File: src/rtl/rgsa_pkg.sv
// rgsa_pkg: register map, field layout and timing constants
package rgsa_pkg;

  // ****************************************
  // register byte offsets
  // ****************************************
  localparam logic [7:0] RGSA_OFS_CFG2   = 8'h00;
  localparam logic [7:0] RGSA_OFS_CFG3   = 8'h04;
  localparam logic [7:0] RGSA_OFS_CFG4   = 8'h08;
  localparam logic [7:0] RGSA_OFS_CMD    = 8'h0c;
  localparam logic [7:0] RGSA_OFS_GAIN   = 8'h10;
  localparam logic [7:0] RGSA_OFS_RSSI   = 8'h14;
  localparam logic [7:0] RGSA_OFS_STATUS = 8'h18;

  // ****************************************
  // field positions
  // ****************************************
  localparam int RGSA_CFG2_AGC_EN   = 0;
  localparam int RGSA_CFG2_AGC_M    = 1;
  localparam int RGSA_CFG2_AGC_ALG  = 2;
  localparam int RGSA_CFG2_SQM_DYN  = 3;
  localparam int RGSA_CFG3_LIM      = 0;
  localparam int RGSA_CFG3_FORCED   = 1;
  localparam int RGSA_CFG4_MANUAL   = 4;
  localparam int RGSA_CMD_RST_GAIN  = 0;
  localparam int RGSA_CMD_SQUELCH   = 1;
  localparam int RGSA_CMD_CLR_RSSI  = 2;
  localparam int RGSA_CMD_PRESET    = 3;

  // ****************************************
  // reset values
  // ****************************************
  localparam logic [3:0] RGSA_CFG2_RST = 4'h5;
  localparam logic [1:0] RGSA_CFG3_RST = 2'h0;
  localparam logic [4:0] RGSA_CFG4_RST = 5'h00;
  localparam logic [1:0] RGSA_CFG3_NFC = 2'h3;

  // ****************************************
  // gain-reduction codes
  // ****************************************
  localparam logic [3:0] RGSA_GR_MAX    = 4'ha;
  localparam logic [3:0] RGSA_GR_PRESET = 4'h4;
  localparam logic [3:0] RGSA_GR_ZERO   = 4'h0;
  localparam logic [3:0] RGSA_WIN_MAX   = 4'h4;
  localparam logic [3:0] RGSA_FORCED_GR = 4'h6;
  localparam logic [3:0] RGSA_RSSI_MAX  = 4'hd;
  localparam logic [7:0] RGSA_SQ_LIMIT  = 8'h02;
  localparam logic [3:0] RGSA_AGC_PULSES = 4'h8;

  // ****************************************
  // timing
  // ****************************************
  localparam int RGSA_CLK_MHZ      = 100;
  localparam int RGSA_SQ_WIN_NS    = 50000;
  localparam int RGSA_SQ_DELAY_NS  = 18880;
  localparam int RGSA_SQ_WIN_CYC   = RGSA_SQ_WIN_NS * RGSA_CLK_MHZ / 1000;
  localparam int RGSA_SQ_DELAY_CYC =
    (RGSA_SQ_DELAY_NS * RGSA_CLK_MHZ + 999) / 1000;

endpackage : rgsa_pkg

File: src/rtl/rgsa_axil.sv
// rgsa_axil: AXI4-Lite slave front end producing register strobes
`timescale 1ns/10ps
`default_nettype none
module rgsa_axil (
  input  wire logic        ref_clk,
  input  wire logic        nrst,
  input  wire logic [7:0]  s_axil_awaddr,
  input  wire logic        s_axil_awvalid,
  output logic             s_axil_awready,
  input  wire logic [31:0] s_axil_wdata,
  input  wire logic [3:0]  s_axil_wstrb,
  input  wire logic        s_axil_wvalid,
  output logic             s_axil_wready,
  output logic [1:0]       s_axil_bresp,
  output logic             s_axil_bvalid,
  input  wire logic        s_axil_bready,
  input  wire logic [7:0]  s_axil_araddr,
  input  wire logic        s_axil_arvalid,
  output logic             s_axil_arready,
  output logic [31:0]      s_axil_rdata,
  output logic [1:0]       s_axil_rresp,
  output logic             s_axil_rvalid,
  input  wire logic        s_axil_rready,
  output logic             wr_stb,
  output logic [7:0]       wr_addr,
  output logic [7:0]       wr_data,
  output logic [7:0]       rd_addr,
  input  wire logic [31:0] rd_data,
  input  wire logic        rd_hit,
  input  wire logic        wr_hit
);
  typedef struct packed {
    logic        aw_got;
    logic [7:0]  aw;
    logic        w_got;
    logic [7:0]  wd;
    logic        wlow;
    logic        bvalid;
    logic [1:0]  bresp;
    logic        rvalid;
    logic [31:0] rdata;
    logic [1:0]  rresp;
    logic        stb;
  } rgsa_axi_t;

  rgsa_axi_t st_reg;
  rgsa_axi_t st_next;

  always_comb begin
    st_next     = st_reg;
    st_next.stb = 1'b0;
    if (s_axil_awvalid && !st_reg.aw_got && !st_reg.bvalid) begin
      st_next.aw_got = 1'b1;
      st_next.aw     = s_axil_awaddr;
    end
    if (s_axil_wvalid && !st_reg.w_got && !st_reg.bvalid) begin
      st_next.w_got = 1'b1;
      st_next.wd    = s_axil_wdata[7:0];
      st_next.wlow  = s_axil_wstrb[0];
    end
    // both halves held: perform the write and answer next cycle
    if (st_reg.aw_got && st_reg.w_got) begin
      st_next.aw_got = 1'b0;
      st_next.w_got  = 1'b0;
      st_next.stb    = st_reg.wlow;
      st_next.bvalid = 1'b1;
      st_next.bresp  = wr_hit ? 2'h0 : 2'h2;
    end
    if (st_reg.bvalid && s_axil_bready) begin
      st_next.bvalid = 1'b0;
    end
    if (s_axil_arvalid && !st_reg.rvalid) begin
      st_next.rvalid = 1'b1;
      st_next.rdata  = rd_hit ? rd_data : 32'h0000_0000;
      st_next.rresp  = rd_hit ? 2'h0 : 2'h2;
    end else if (st_reg.rvalid && s_axil_rready) begin
      st_next.rvalid = 1'b0;
    end
  end

  always_ff @(posedge ref_clk or negedge nrst) begin
    if (!nrst) begin
      st_reg <= '0;
    end else begin
      st_reg <= st_next;
    end
  end

  assign s_axil_awready = !st_reg.aw_got && !st_reg.bvalid;
  assign s_axil_wready  = !st_reg.w_got && !st_reg.bvalid;
  assign s_axil_bvalid  = st_reg.bvalid;
  assign s_axil_bresp   = st_reg.bresp;
  assign s_axil_arready = !st_reg.rvalid;
  assign s_axil_rvalid  = st_reg.rvalid;
  assign s_axil_rdata   = st_reg.rdata;
  assign s_axil_rresp   = st_reg.rresp;
  assign wr_stb  = st_reg.stb;
  assign wr_addr = st_reg.aw;
  assign wr_data = st_reg.wd;
  assign rd_addr = s_axil_araddr;
endmodule : rgsa_axil
`default_nettype wire

File: src/rtl/rgsa_edge_sync.sv
// rgsa_edge_sync: three-stage pin synchroniser with edge pulse
`timescale 1ns/10ps
`default_nettype none
module rgsa_edge_sync (
  input  wire logic ref_clk,
  input  wire logic nrst,
  input  wire logic pin_in,
  output logic      level,
  output logic      edge_pulse
);
  typedef struct packed {
    logic s1;
    logic s2;
    logic s3;
    logic lvl;
    logic edg;
  } rgsa_sync_t;

  rgsa_sync_t st_reg;
  rgsa_sync_t st_next;

  always_comb begin
    st_next     = st_reg;
    st_next.s1  = pin_in;
    st_next.s2  = st_reg.s1;
    st_next.s3  = st_reg.s2;
    st_next.edg = 1'b0;
    // a change counts only once stages two and three agree
    if (st_reg.s2 == st_reg.s3 && st_reg.s3 != st_reg.lvl) begin
      st_next.lvl = st_reg.s3;
      st_next.edg = 1'b1;
    end
  end

  always_ff @(posedge ref_clk or negedge nrst) begin
    if (!nrst) begin
      st_reg <= '0;
    end else begin
      st_reg <= st_next;
    end
  end

  assign level      = st_reg.lvl;
  assign edge_pulse = st_reg.edg;
endmodule : rgsa_edge_sync
`default_nettype wire

File: src/rtl/rgsa_top.sv
// rgsa_top: receiver gain, squelch, AGC and signal-strength control
//
// Overview of operation
// - window comparator has five 3 dB settings, from loops or manual value
// - gain-reduction state has eleven codes; window first, then stage gain
// - squelch steps on from the current code; AGC starts from its preset code
// - squelch counts digitizer edges per 50 us; above two steps up
// - squelch stops at two or fewer edges or at maximum code
// - squelch reduction clears on the reset-gain command or at AGC start
// - dynamic squelch runs 18.88 us after transmit until mask timer ends
// - squelch command accepted only while receive-active is low
// - AGC starts at receive-active rise, resets at its fall
// - code captured to gain register on each receive-active fall
// - AGC steps while auxiliary comparator shows edges
// - AGC enable, mode and algorithm bits in configuration two
// - AGC runs whole reception or first eight sub-carrier pulses
// - AGC start presets code four, or zero under other algorithm
// - after reset AGC enabled, full reception, preset algorithm
// - strength measured while receive-active high, frozen when low
// - strength is peak hold from zero, cleared when AGC steps
// - strength codes are four bits, never above thirteen
// - clear-strength command zeroes results and restarts peak hold
// - clip enable bit in configuration three drives limiters
// - forced peer reduction fixes stage gain and maximum window
// - analog preset command loads peer-mode receiver bits
// - reset-gain command resets loops and loads initial code
`timescale 1ns/10ps
`default_nettype none
module rgsa_top
  import rgsa_pkg::*;
#(
  parameter int SQ_WIN_CYC   = RGSA_SQ_WIN_CYC,
  parameter int SQ_DELAY_CYC = RGSA_SQ_DELAY_CYC
) (
  input  wire logic        ref_clk,
  input  wire logic        nrst,
  input  wire logic [7:0]  s_axil_awaddr,
  input  wire logic        s_axil_awvalid,
  output logic             s_axil_awready,
  input  wire logic [31:0] s_axil_wdata,
  input  wire logic [3:0]  s_axil_wstrb,
  input  wire logic        s_axil_wvalid,
  output logic             s_axil_wready,
  output logic [1:0]       s_axil_bresp,
  output logic             s_axil_bvalid,
  input  wire logic        s_axil_bready,
  input  wire logic [7:0]  s_axil_araddr,
  input  wire logic        s_axil_arvalid,
  output logic             s_axil_arready,
  output logic [31:0]      s_axil_rdata,
  output logic [1:0]       s_axil_rresp,
  output logic             s_axil_rvalid,
  input  wire logic        s_axil_rready,
  input  wire logic        rx_on,
  input  wire logic        tx_end,
  input  wire logic        mask_rx_expire,
  input  wire logic        digitizer_in,
  input  wire logic        aux_comp_in,
  input  wire logic [3:0]  strength_a_in,
  input  wire logic [3:0]  strength_b_in,
  output logic [2:0]       window_sel,
  output logic [2:0]       stage_gain_red,
  output logic             clip_en
);
  // ****************************************
  // elaboration checks
  // ****************************************
  if (SQ_WIN_CYC < 1 || SQ_WIN_CYC > 65535 ||
      SQ_DELAY_CYC < 1 || SQ_DELAY_CYC > 65535) begin : g_chk
    $error("rgsa_top: timing parameter out of range");
  end

  localparam logic [15:0] WIN_LAST = 16'(SQ_WIN_CYC - 1);
  localparam logic [15:0] DLY_LAST = 16'(SQ_DELAY_CYC - 1);

  typedef enum logic [1:0] {
    SQ_IDLE  = 2'b00,
    SQ_DELAY = 2'b01,
    SQ_RUN   = 2'b10
  } rgsa_sq_t;

  typedef struct packed {
    logic [3:0]  cfg2;
    logic [1:0]  cfg3;
    logic [4:0]  cfg4;
    logic [3:0]  code;
    logic [3:0]  captured;
    logic [3:0]  rssi_a;
    logic [3:0]  rssi_b;
    rgsa_sq_t    sq;
    logic        sq_dyn;
    logic [15:0] win_cnt;
    logic [15:0] dly_cnt;
    logic [7:0]  edges;
    logic        agc_act;
    logic        rssi_act;
    logic [3:0]  pulses;
    logic        rx_prev;
    logic [2:0]  win_o;
    logic [2:0]  gain_o;
    logic        clip_o;
  } rgsa_st_t;

  rgsa_st_t st_reg;
  rgsa_st_t st_next;

  // ****************************************
  // register bus
  // ****************************************
  logic        wr_stb;
  logic [7:0]  wr_addr;
  logic [7:0]  wr_data;
  logic [7:0]  rd_addr;
  logic [31:0] rd_data;
  logic        rd_hit;
  logic        wr_hit;

  rgsa_axil u_axil (
    .ref_clk        (ref_clk),
    .nrst           (nrst),
    .s_axil_awaddr  (s_axil_awaddr),
    .s_axil_awvalid (s_axil_awvalid),
    .s_axil_awready (s_axil_awready),
    .s_axil_wdata   (s_axil_wdata),
    .s_axil_wstrb   (s_axil_wstrb),
    .s_axil_wvalid  (s_axil_wvalid),
    .s_axil_wready  (s_axil_wready),
    .s_axil_bresp   (s_axil_bresp),
    .s_axil_bvalid  (s_axil_bvalid),
    .s_axil_bready  (s_axil_bready),
    .s_axil_araddr  (s_axil_araddr),
    .s_axil_arvalid (s_axil_arvalid),
    .s_axil_arready (s_axil_arready),
    .s_axil_rdata   (s_axil_rdata),
    .s_axil_rresp   (s_axil_rresp),
    .s_axil_rvalid  (s_axil_rvalid),
    .s_axil_rready  (s_axil_rready),
    .wr_stb         (wr_stb),
    .wr_addr        (wr_addr),
    .wr_data        (wr_data),
    .rd_addr        (rd_addr),
    .rd_data        (rd_data),
    .rd_hit         (rd_hit),
    .wr_hit         (wr_hit)
  );

  // ****************************************
  // comparator synchronisers
  // ****************************************
  logic dig_lvl;
  logic dig_edge;
  logic aux_lvl;
  logic aux_edge;

  rgsa_edge_sync u_dig_sync (
    .ref_clk    (ref_clk),
    .nrst       (nrst),
    .pin_in     (digitizer_in),
    .level      (dig_lvl),
    .edge_pulse (dig_edge)
  );

  rgsa_edge_sync u_aux_sync (
    .ref_clk    (ref_clk),
    .nrst       (nrst),
    .pin_in     (aux_comp_in),
    .level      (aux_lvl),
    .edge_pulse (aux_edge)
  );

  always_comb begin
    rd_hit  = 1'b1;
    rd_data = 32'h0000_0000;
    case (rd_addr)
      RGSA_OFS_CFG2:   rd_data[3:0] = st_reg.cfg2;
      RGSA_OFS_CFG3:   rd_data[1:0] = st_reg.cfg3;
      RGSA_OFS_CFG4:   rd_data[4:0] = st_reg.cfg4;
      RGSA_OFS_CMD:    rd_data      = 32'h0000_0000;
      RGSA_OFS_GAIN:   rd_data[7:0] = {st_reg.captured, st_reg.code};
      RGSA_OFS_RSSI:   rd_data[7:0] = {st_reg.rssi_b, st_reg.rssi_a};
      RGSA_OFS_STATUS: rd_data[3:0] = {st_reg.sq != SQ_IDLE,
                                       st_reg.agc_act, dig_lvl, aux_lvl};
      default:         rd_hit = 1'b0;
    endcase
  end

  assign wr_hit = (wr_addr == RGSA_OFS_CFG2) || (wr_addr == RGSA_OFS_CFG3) ||
                  (wr_addr == RGSA_OFS_CFG4) || (wr_addr == RGSA_OFS_CMD);

  // ****************************************
  // loop control
  // ****************************************
  logic       cmd_rst;
  logic       cmd_sq;
  logic       cmd_clr;
  logic       cmd_pre;
  logic       rx_rise;
  logic       rx_fall;
  logic       agc_step;
  logic       sq_step;
  logic [3:0] init_code;
  logic [3:0] code_step;
  logic [3:0] eff;

  always_comb begin
    cmd_rst = wr_stb && wr_addr == RGSA_OFS_CMD &&
              wr_data[RGSA_CMD_RST_GAIN];
    // squelch command only while receive-active low
    cmd_sq  = wr_stb && wr_addr == RGSA_OFS_CMD &&
              wr_data[RGSA_CMD_SQUELCH] && !rx_on;
    cmd_clr = wr_stb && wr_addr == RGSA_OFS_CMD &&
              wr_data[RGSA_CMD_CLR_RSSI];
    cmd_pre = wr_stb && wr_addr == RGSA_OFS_CMD &&
              wr_data[RGSA_CMD_PRESET];
    rx_rise = rx_on && !st_reg.rx_prev;
    rx_fall = !rx_on && st_reg.rx_prev;
    init_code = (st_reg.cfg4[3:0] > RGSA_GR_MAX) ? RGSA_GR_MAX
                                                 : st_reg.cfg4[3:0];
    code_step = (st_reg.code == RGSA_GR_MAX) ? st_reg.code
                                             : st_reg.code + 4'h1;
    agc_step = st_reg.agc_act && aux_edge && st_reg.code != RGSA_GR_MAX;
    sq_step  = st_reg.sq == SQ_RUN && st_reg.win_cnt == WIN_LAST &&
               st_reg.edges > RGSA_SQ_LIMIT;
    // manual value or loop code drives the window
    eff = st_reg.cfg4[RGSA_CFG4_MANUAL] ? init_code : st_reg.code;
  end

  always_comb begin
    st_next         = st_reg;
    st_next.rx_prev = rx_on;

    if (wr_stb && wr_addr == RGSA_OFS_CFG2) begin
      st_next.cfg2 = wr_data[3:0];
    end
    if (wr_stb && wr_addr == RGSA_OFS_CFG3) begin
      st_next.cfg3 = wr_data[1:0];
    end
    if (wr_stb && wr_addr == RGSA_OFS_CFG4) begin
      st_next.cfg4 = wr_data[4:0];
    end
    if (cmd_pre) begin
      st_next.cfg3 = RGSA_CFG3_NFC;
    end

    if (tx_end && st_reg.cfg2[RGSA_CFG2_SQM_DYN] && st_reg.sq == SQ_IDLE) begin
      st_next.sq      = SQ_DELAY;
      st_next.sq_dyn  = 1'b1;
      st_next.dly_cnt = 16'h0000;
    end else if (cmd_sq && st_reg.sq == SQ_IDLE) begin
      st_next.sq      = SQ_RUN;
      st_next.sq_dyn  = 1'b0;
      st_next.win_cnt = 16'h0000;
      st_next.edges   = 8'h00;
    end

    case (st_reg.sq)
      SQ_IDLE: begin
      end
      SQ_DELAY: begin
        st_next.dly_cnt = st_reg.dly_cnt + 16'h0001;
        if (st_reg.dly_cnt == DLY_LAST) begin
          st_next.sq      = SQ_RUN;
          st_next.win_cnt = 16'h0000;
          st_next.edges   = 8'h00;
        end
      end
      SQ_RUN: begin
        st_next.win_cnt = st_reg.win_cnt + 16'h0001;
        if (dig_edge && st_reg.edges != 8'hff) begin
          st_next.edges = st_reg.edges + 8'h01;
        end
        if (st_reg.win_cnt == WIN_LAST) begin
          st_next.win_cnt = 16'h0000;
          st_next.edges   = 8'h00;
          // quiet window or max code ends squelch
          if (!sq_step || code_step == RGSA_GR_MAX) begin
            st_next.sq = SQ_IDLE;
          end
        end
      end
      default: st_next.sq = SQ_IDLE;
    endcase
    if (st_reg.sq != SQ_IDLE && st_reg.sq_dyn && mask_rx_expire) begin
      st_next.sq = SQ_IDLE;
    end
    if (sq_step) begin
      st_next.code = code_step;
    end

    // AGC lives from receive-active rise to fall
    if (rx_rise && st_reg.cfg2[RGSA_CFG2_AGC_EN]) begin
      st_next.agc_act = 1'b1;
      st_next.pulses  = 4'h0;
      st_next.code = st_reg.cfg2[RGSA_CFG2_AGC_ALG] ? RGSA_GR_PRESET
                                                    : RGSA_GR_ZERO;
    end
    if (agc_step) begin
      st_next.code = code_step;
    end
    // short mode stops after eight pulses
    if (st_reg.agc_act && st_reg.cfg2[RGSA_CFG2_AGC_M] && dig_edge &&
        dig_lvl) begin
      st_next.pulses = st_reg.pulses + 4'h1;
      if (st_reg.pulses == RGSA_AGC_PULSES - 4'h1) begin
        st_next.agc_act = 1'b0;
      end
    end

    // strength active only while receive-active high
    if (rx_rise) begin
      st_next.rssi_act = 1'b1;
      st_next.rssi_a   = 4'h0;
      st_next.rssi_b   = 4'h0;
    end else if (st_reg.rssi_act && rx_on) begin
      // peak hold, cleared on AGC step
      if (agc_step) begin
        st_next.rssi_a = 4'h0;
        st_next.rssi_b = 4'h0;
      end else begin
        if (strength_a_in > st_reg.rssi_a) begin
          st_next.rssi_a = (strength_a_in > RGSA_RSSI_MAX) ? RGSA_RSSI_MAX
                                                          : strength_a_in;
        end
        if (strength_b_in > st_reg.rssi_b) begin
          st_next.rssi_b = (strength_b_in > RGSA_RSSI_MAX) ? RGSA_RSSI_MAX
                                                          : strength_b_in;
        end
      end
    end
    if (cmd_clr) begin
      st_next.rssi_a = 4'h0;
      st_next.rssi_b = 4'h0;
    end

    if (rx_fall) begin
      st_next.captured = st_reg.code;
      st_next.agc_act  = 1'b0;
      st_next.rssi_act = 1'b0;
    end

    // this command and AGC start clear squelch reduction
    // reset loops and load initial code
    if (cmd_rst) begin
      st_next.code     = init_code;
      st_next.sq       = SQ_IDLE;
      st_next.agc_act  = 1'b0;
      st_next.rssi_act = 1'b0;
      st_next.rssi_a   = 4'h0;
      st_next.rssi_b   = 4'h0;
    end

    // map code to window step then stage gain step
    if (st_reg.cfg3[RGSA_CFG3_FORCED]) begin
      st_next.win_o  = RGSA_WIN_MAX[2:0];
      st_next.gain_o = 3'h2;
    end else if (eff > RGSA_WIN_MAX) begin
      st_next.win_o  = RGSA_WIN_MAX[2:0];
      st_next.gain_o = 3'(eff - RGSA_WIN_MAX);
    end else begin
      st_next.win_o  = eff[2:0];
      st_next.gain_o = 3'h0;
    end
    st_next.clip_o = st_reg.cfg3[RGSA_CFG3_LIM];
  end

  always_ff @(posedge ref_clk or negedge nrst) begin
    if (!nrst) begin
      st_reg      <= '0;
      // AGC on, full reception, preset algorithm
      st_reg.cfg2 <= RGSA_CFG2_RST;
      st_reg.cfg3 <= RGSA_CFG3_RST;
      st_reg.cfg4 <= RGSA_CFG4_RST;
      st_reg.sq   <= SQ_IDLE;
    end else begin
      st_reg <= st_next;
    end
  end

  assign window_sel     = st_reg.win_o;
  assign stage_gain_red = st_reg.gain_o;
  assign clip_en        = st_reg.clip_o;

endmodule : rgsa_top
`default_nettype wire

File: config.mk
export PLATFORM = sky130hd
export DESIGN_NAME = rgsa_top
export DESIGN_NICKNAME = d
export VERILOG_FILES = /design/src/rtl/rgsa_pkg.sv /design/src/rtl/rgsa_axil.sv /design/src/rtl/rgsa_edge_sync.sv /design/src/rtl/rgsa_top.sv
export SDC_FILE = /design/constraint.sdc
export NUM_CORES = 1
export LEC_CHECK = 0
export BUFFER_PORTS_ARGS = -buffer_cell sky130_fd_sc_hd__buf_2
export CAP_MARGIN = 10
export CELL_PAD_IN_SITES_DETAIL_PLACEMENT = 0
export CELL_PAD_IN_SITES_GLOBAL_PLACEMENT = 2
export CORE_MARGIN = 4
export CORE_UTILIZATION = 30
export DETAILED_ROUTE_END_ITERATION = 10
export GPL_ROUTABILITY_DRIVEN = 0
export HOLD_SLACK_MARGIN = 0.03
export PLACE_DENSITY = 0.72
export SKIP_LAST_GASP = 1
export SYNTH_ARGS = -nofsm -noshare
export SYNTH_HDL_FRONTEND = slang
export SYNTH_SLANG_ARGS = --single-unit
File: constraint.sdc
create_clock -name ref_clk -period 4 [get_ports ref_clk]
set_input_delay 0.6 -clock ref_clk [delete_from_list [all_inputs] [get_ports ref_clk]]
set_output_delay 0.6 -clock ref_clk [all_outputs]
set_load 0.02 [all_outputs]
# After elaboration in Yosys (flattened, before gate mapping)
# Index checks and enable logic that the tools add are counted.
dict set report totals {
  register_bits 152
  input_bits 72
  out_inout_bits 48
  elab_cells 211
}
dict set report op_classes {
  n_addsub 6
  magnitude_cmp 7
  eq_ne 22
  n_mux 67
  reduce_logical 69
}
# op n
set op_table {}
lappend op_table {{$mux W16} 5}
lappend op_table {{$mux W8} 10}
lappend op_table {{$mux W4} 13}
lappend op_table {{$logic_and A1 B1 Y1} 38}
lappend op_table {{$add A16 B1 Y16 const B} 2}
lappend op_table {{$eq A8 B4 Y1 const B} 4}
lappend op_table {{$pmux W16 S2} 1}
lappend op_table {{$eq A8 B5 Y1 const B} 3}
lappend op_table {{$mux W10} 2}
lappend op_table {{$mux W2} 10}
lappend op_table {{$mux W19} 1}
lappend op_table {{$reduce_bool A2 Y1} 9}
lappend op_table {{$eq A16 B11 Y1 const B} 1}
lappend op_table {{$eq A16 B13 Y1 const B} 1}
lappend op_table {{$eq A8 B3 Y1 const B} 2}
lappend op_table {{$logic_not A8 Y1} 2}
lappend op_table {{$pmux W8 S2} 1}
lappend op_table {{$mux W1} 13}
lappend op_table {{$gt A4 B4 Y1 const B} 3}
lappend op_table {{$mux W6} 2}
lappend op_table {{$pmux W2 S6} 1}
lappend op_table {{$pmux W2 S5} 1}
lappend op_table {{$reduce_bool A5 Y1} 2}
lappend op_table {{$mux W3} 3}
lappend op_table {{25 further kinds} 41}

# Logic depth before layout (Yosys ltp)
dict set report logic_depth {
  ltp_word 12
  ltp_mapped 9
  depth_no_buf 7
}

# Modules after synthesis
# From an unflattened synthesis, not the netlist that was laid out.
dict set report unflattened {
  cells_unflattened 827
  hier_area_um2 8107.8
}
# module instances cells_each area_each_um2 seq_area_each_um2
set modules_own_cells {}
lappend modules_own_cells {rgsa_top 1 553 5026.1 2104.5}
lappend modules_own_cells {rgsa_axil 1 256 2776.4 1401.3}
lappend modules_own_cells {rgsa_edge_sync 2 9 152.6 125.1}

# Least setup slack after synthesis
# Ideal clock, no wire load.
dict set report synth_timing {
  path_type {input port to flip-flop}
  start {input port rx_on}
  end {register st_reg[49] (netlist bit)}
  setup_time_ns 0.129
  arrival_time_ns 1.950
  slack_ns 1.921
  cell_stages 7
  path_buffers 2
  path_cell_list {clkbuf_1 nand4b_1 nor4_1 a21oi_2 buf_2 o21ai_0 o41ai_1}
}
# element line
set synth_rtl {}
lappend synth_rtl {{from (decl)} rgsa_top.sv:54} ;# input wire logic rx_on,
lappend synth_rtl {{to (signal assigned)} rgsa_top.sv:375} ;# st_reg <= st_next;
lappend synth_rtl {{to (decl)} rgsa_top.sv:104} ;# rgsa_st_t st_reg;

# Final worst setup path
dict set report layout_timing {
  start {register u_axil.st_reg, in the netlist u_axil.wr_addr[1]}
  end {register st_reg[71] (netlist bit)}
}
dict set report layout_via {
  elab_chain_len 4
  elab_cells_between_ends 5
  cone_classes {1 x eq/ne; 1 x mux; 3 x reduce/logical}
}
# element line
set layout_rtl {}
lappend layout_rtl {{from (decl)} rgsa_axil.sv:46} ;# rgsa_axi_t st_reg;
lappend layout_rtl {{from (signal assigned)} rgsa_axil.sv:85} ;# st_reg <= st_next;
lappend layout_rtl {{$eq A8 B4 Y1 *} rgsa_top.sv:206} ;# cmd_rst = wr_stb && wr_addr == RGSA_OFS_CMD &&
lappend layout_rtl {{$logic_and A1 B1 Y1 * (2 in a row)} rgsa_top.sv:206}
lappend layout_rtl {{$reduce_bool A4 Y1 (no line) or $mux W4 (tied branches)} -}
# Mark *: on every way between the ends. The rest lies on a longest branch, timed or not.
# A chain may end at the register's enable or synchronous reset.

==> results.json <==
{
  "status": "finished, final reports clean",
  "synth_edf_count": 0,
  "postSynth.asyncResetShare_pct": 100.0,
  "drv_slew": 0,
  "insertion_delay_ps": 420,
  "cts_htree_levels": 4,
  "grt_max_degree": 67,
  "drv_cap": 0,
  "worst_path_largest_cell_delay_ps": 540,
  "crit_fanout": 6,
  "start_util_pct": 30.89,
  "cp_data_arrival_time_ps": 2860,
  "setup_violations": 0,
  "firstDrtPassIters": 5,
  "tritoncts": "done",
  "synthCells": 674,
  "post-route-min-period_ps": 2563,
  "cellLeakagePower_nw": 3.451,
  "root_buffer": "clkbuf_16",
  "cp-end-kind": "flip-flop",
  "fillers": 2182,
  "die_area_sq_um": 24420,
  "largest_register_ffs": 76,
  "setup_ws_ps": 1437,
  "worstSetupPathType": "flip-flop to flip-flop",
  "avgSynthCellArea_sq_um": 9.787,
  "grt_pass1_wl_um": 26110,
  "rsz0062_at_grt": "no",
  "holdBufCountCts": 0,
  "grt_pass1_vias": 5115,
  "place_ws_ps": 1443,
  "gr-total-overflow": 0,
  "io_buffers": 63,
  "drt_iter0_markers": 326,
  "multiInputGateArea_sq_um": 3113,
  "place_area_sq_um": 6984,
  "path_cells": "nor4_1 -> nand4_1 -> nor3_2 -> or2_2 -> mux2_2",
  "clock_sinks": 123,
  "dieWidth_um": 156.3,
  "finalHoldViolations": 0,
  "worst_pin_slew_ps": 875.5,
  "die_h_um": 156.3,
  "p_per_area_nw_per_um2": 591.3,
  "nets": 812,
  "postCtsSetupBuffers": 0,
  "synthToLayoutAreaGrowth_pct": 14.66,
  "syn_area_sq_um": 6596,
  "core-area_sq_um": 21350,
  "std_cell_rows": 53,
  "seq_area_sq_um": 3080,
  "drc": 0,
  "viasPerCell": 5.120,
  "slew_headroom_pct": 41.18,
  "hp-class": "input port to async pin",
  "clk_pin_slew_ps": 60,
  "grt_antenna_before_repair": 0,
  "cp.required_ps": 4300,
  "max_freq_ghz": 0.3902,
  "ys_ff_latch": 123,
  "final_layout_size_suffix_gt1_share_pct": 18.80,
  "wl_per_cell_um": 15.77,
  "start_kind": "flip-flop",
  "drtAntennaViolNets": 0,
  "yosysTopAreaCell": "dfrtp_1",
  "skew_ps": 10.24,
  "drt_wl_total_um": 15910,
  "synth_ff_type": "dfrtp_1",
  "synth.area.top_cells": "dfrtp_1, buf_4, o21ai_0",
  "yosysTopAreaCellShare_pct": 45.90,
  "max-vdd-ir-drop_v": 0.0003321,
  "diodes": 0,
  "cts_buffers": 17,
  "dp_hpwl_um": 11380,
  "cts.path.max_buffers": 2,
  "grt_usage_pct": 13.29,
  "final_common_cell": "dfrtp_1",
  "slowest_stage": "nor3_2",
  "layout_common_cells": "dfrtp_1, nand2_1, buf_2, o21ai_0, nor2_1",
  "finalSetupTns_ps": 0,
  "finalInstanceArea_sq_um": 7564,
  "io_pins": 120,
  "synthDistinctLibCells": 66,
  "hold-worst-slack_ps": 254.3,
  "post_cts_resized": 0,
  "vias": 5166,
  "ys_warn_count": 0,
  "period_share_pct": 64.07,
  "ys_seq_area_share_pct": 46.70
}
-- layer usage --
metal,track usage (%),share of wire (%)
met4,4.132,0.75
met2,20.34,47
met3,3.595,4.0
met1,18.39,49
met5,0,0
-- worst paths after layout --
check,endpoint,slack [ps],startpoint,cells after the start
setup / recovery,st_reg[71],1440,u_axil.wr_addr[1],5
hold reg to reg,u_dig_sync.st_next[2],350,u_dig_sync.st_next[3],0
setup reg to reg,st_reg[71],1440,u_axil.wr_addr[1],5
hold / removal,st_reg[39],250,nrst,1
min in group ref_clk,u_dig_sync.st_next[3],290,digitizer_in,1
max in group asynchronous,st_reg[80],2850,nrst,2
-- metrics by stage --
stage	total power, mW	utilization [%]	cells
final	4.472	35.42	1009
after global routing	4.785	35.42	1009
after CTS	4.544	35.42	1009
after detailed placement	2.982	32.71	977
after global placement	2.936	32.71	977
after floorplan	2.670	-	699
-- synth_stat cells (4+ instances only) --
library cell	number
and3_1	11
nand3_1	26
a32o_1	5
nor4_1	6
nor2b_1	5
inv_1	26
a22o_1	6
nand2_1	74
nor2_1	39
mux2_2	26
nand2b_1	5
o22ai_1	8
and2_1	10
a211o_1	4
o21ai_0	60
nor3_1	12
nand4_1	16
o31ai_1	6
o21a_1	5
ha_1	19
a21o_1	6
clkbuf_1	15
o41ai_1	7
a21oi_1	19
mux2i_1	12
a31oi_1	13
dfrtp_1	121
buf_4	42
-- final cells by class --
type / count / share of cell area (%)
inverter: 27 / 1.340
clock inverter: 15 / 2.035
sequential: 123 / 40.73
tap: 275 / 4.549
clock buffer: 17 / 5.624
timing repair buffer: 65 / 4.566
multi-input combinational: 487 / 41.16
-- worst max-delay path: cells and delay by family (launching register included) --
family	cells	cell delay, ps
and+or+nand+nor	4	1720
DFF	1	390
muxes	1	340
-- cell families (layout without fill, tap and decap cells) --
| group | Yosys count | count (layout) | share of synthesized area [%] |
|---|---|---|---|
| flip-flops | 123 | 123 | 46.70 |
| AO/OA/AOI/OAI | 169 | 169 | 17.36 |
| buffers and inverters | 89 | 124 | 7.530 |
| other | 1 | 26 | 0.05685 |
| multiplexers | 39 | 39 | 6.601 |
| XOR/XNOR | 4 | 4 | 0.5312 |
| AND/OR/NAND/NOR | 230 | 230 | 17.62 |
| adder cells (fa/ha/maj) | 19 | 19 | 3.604 |
-- report_power, final --
part | total [mW] | switching (mW) | internal, mW
Combinational | 1.03 | 0.598 | 0.434
Clock | 1.51 | 0.635 | 0.879
Sequential | 1.93 | 0.355 | 1.57
Power figures use the tool's default switching activity.
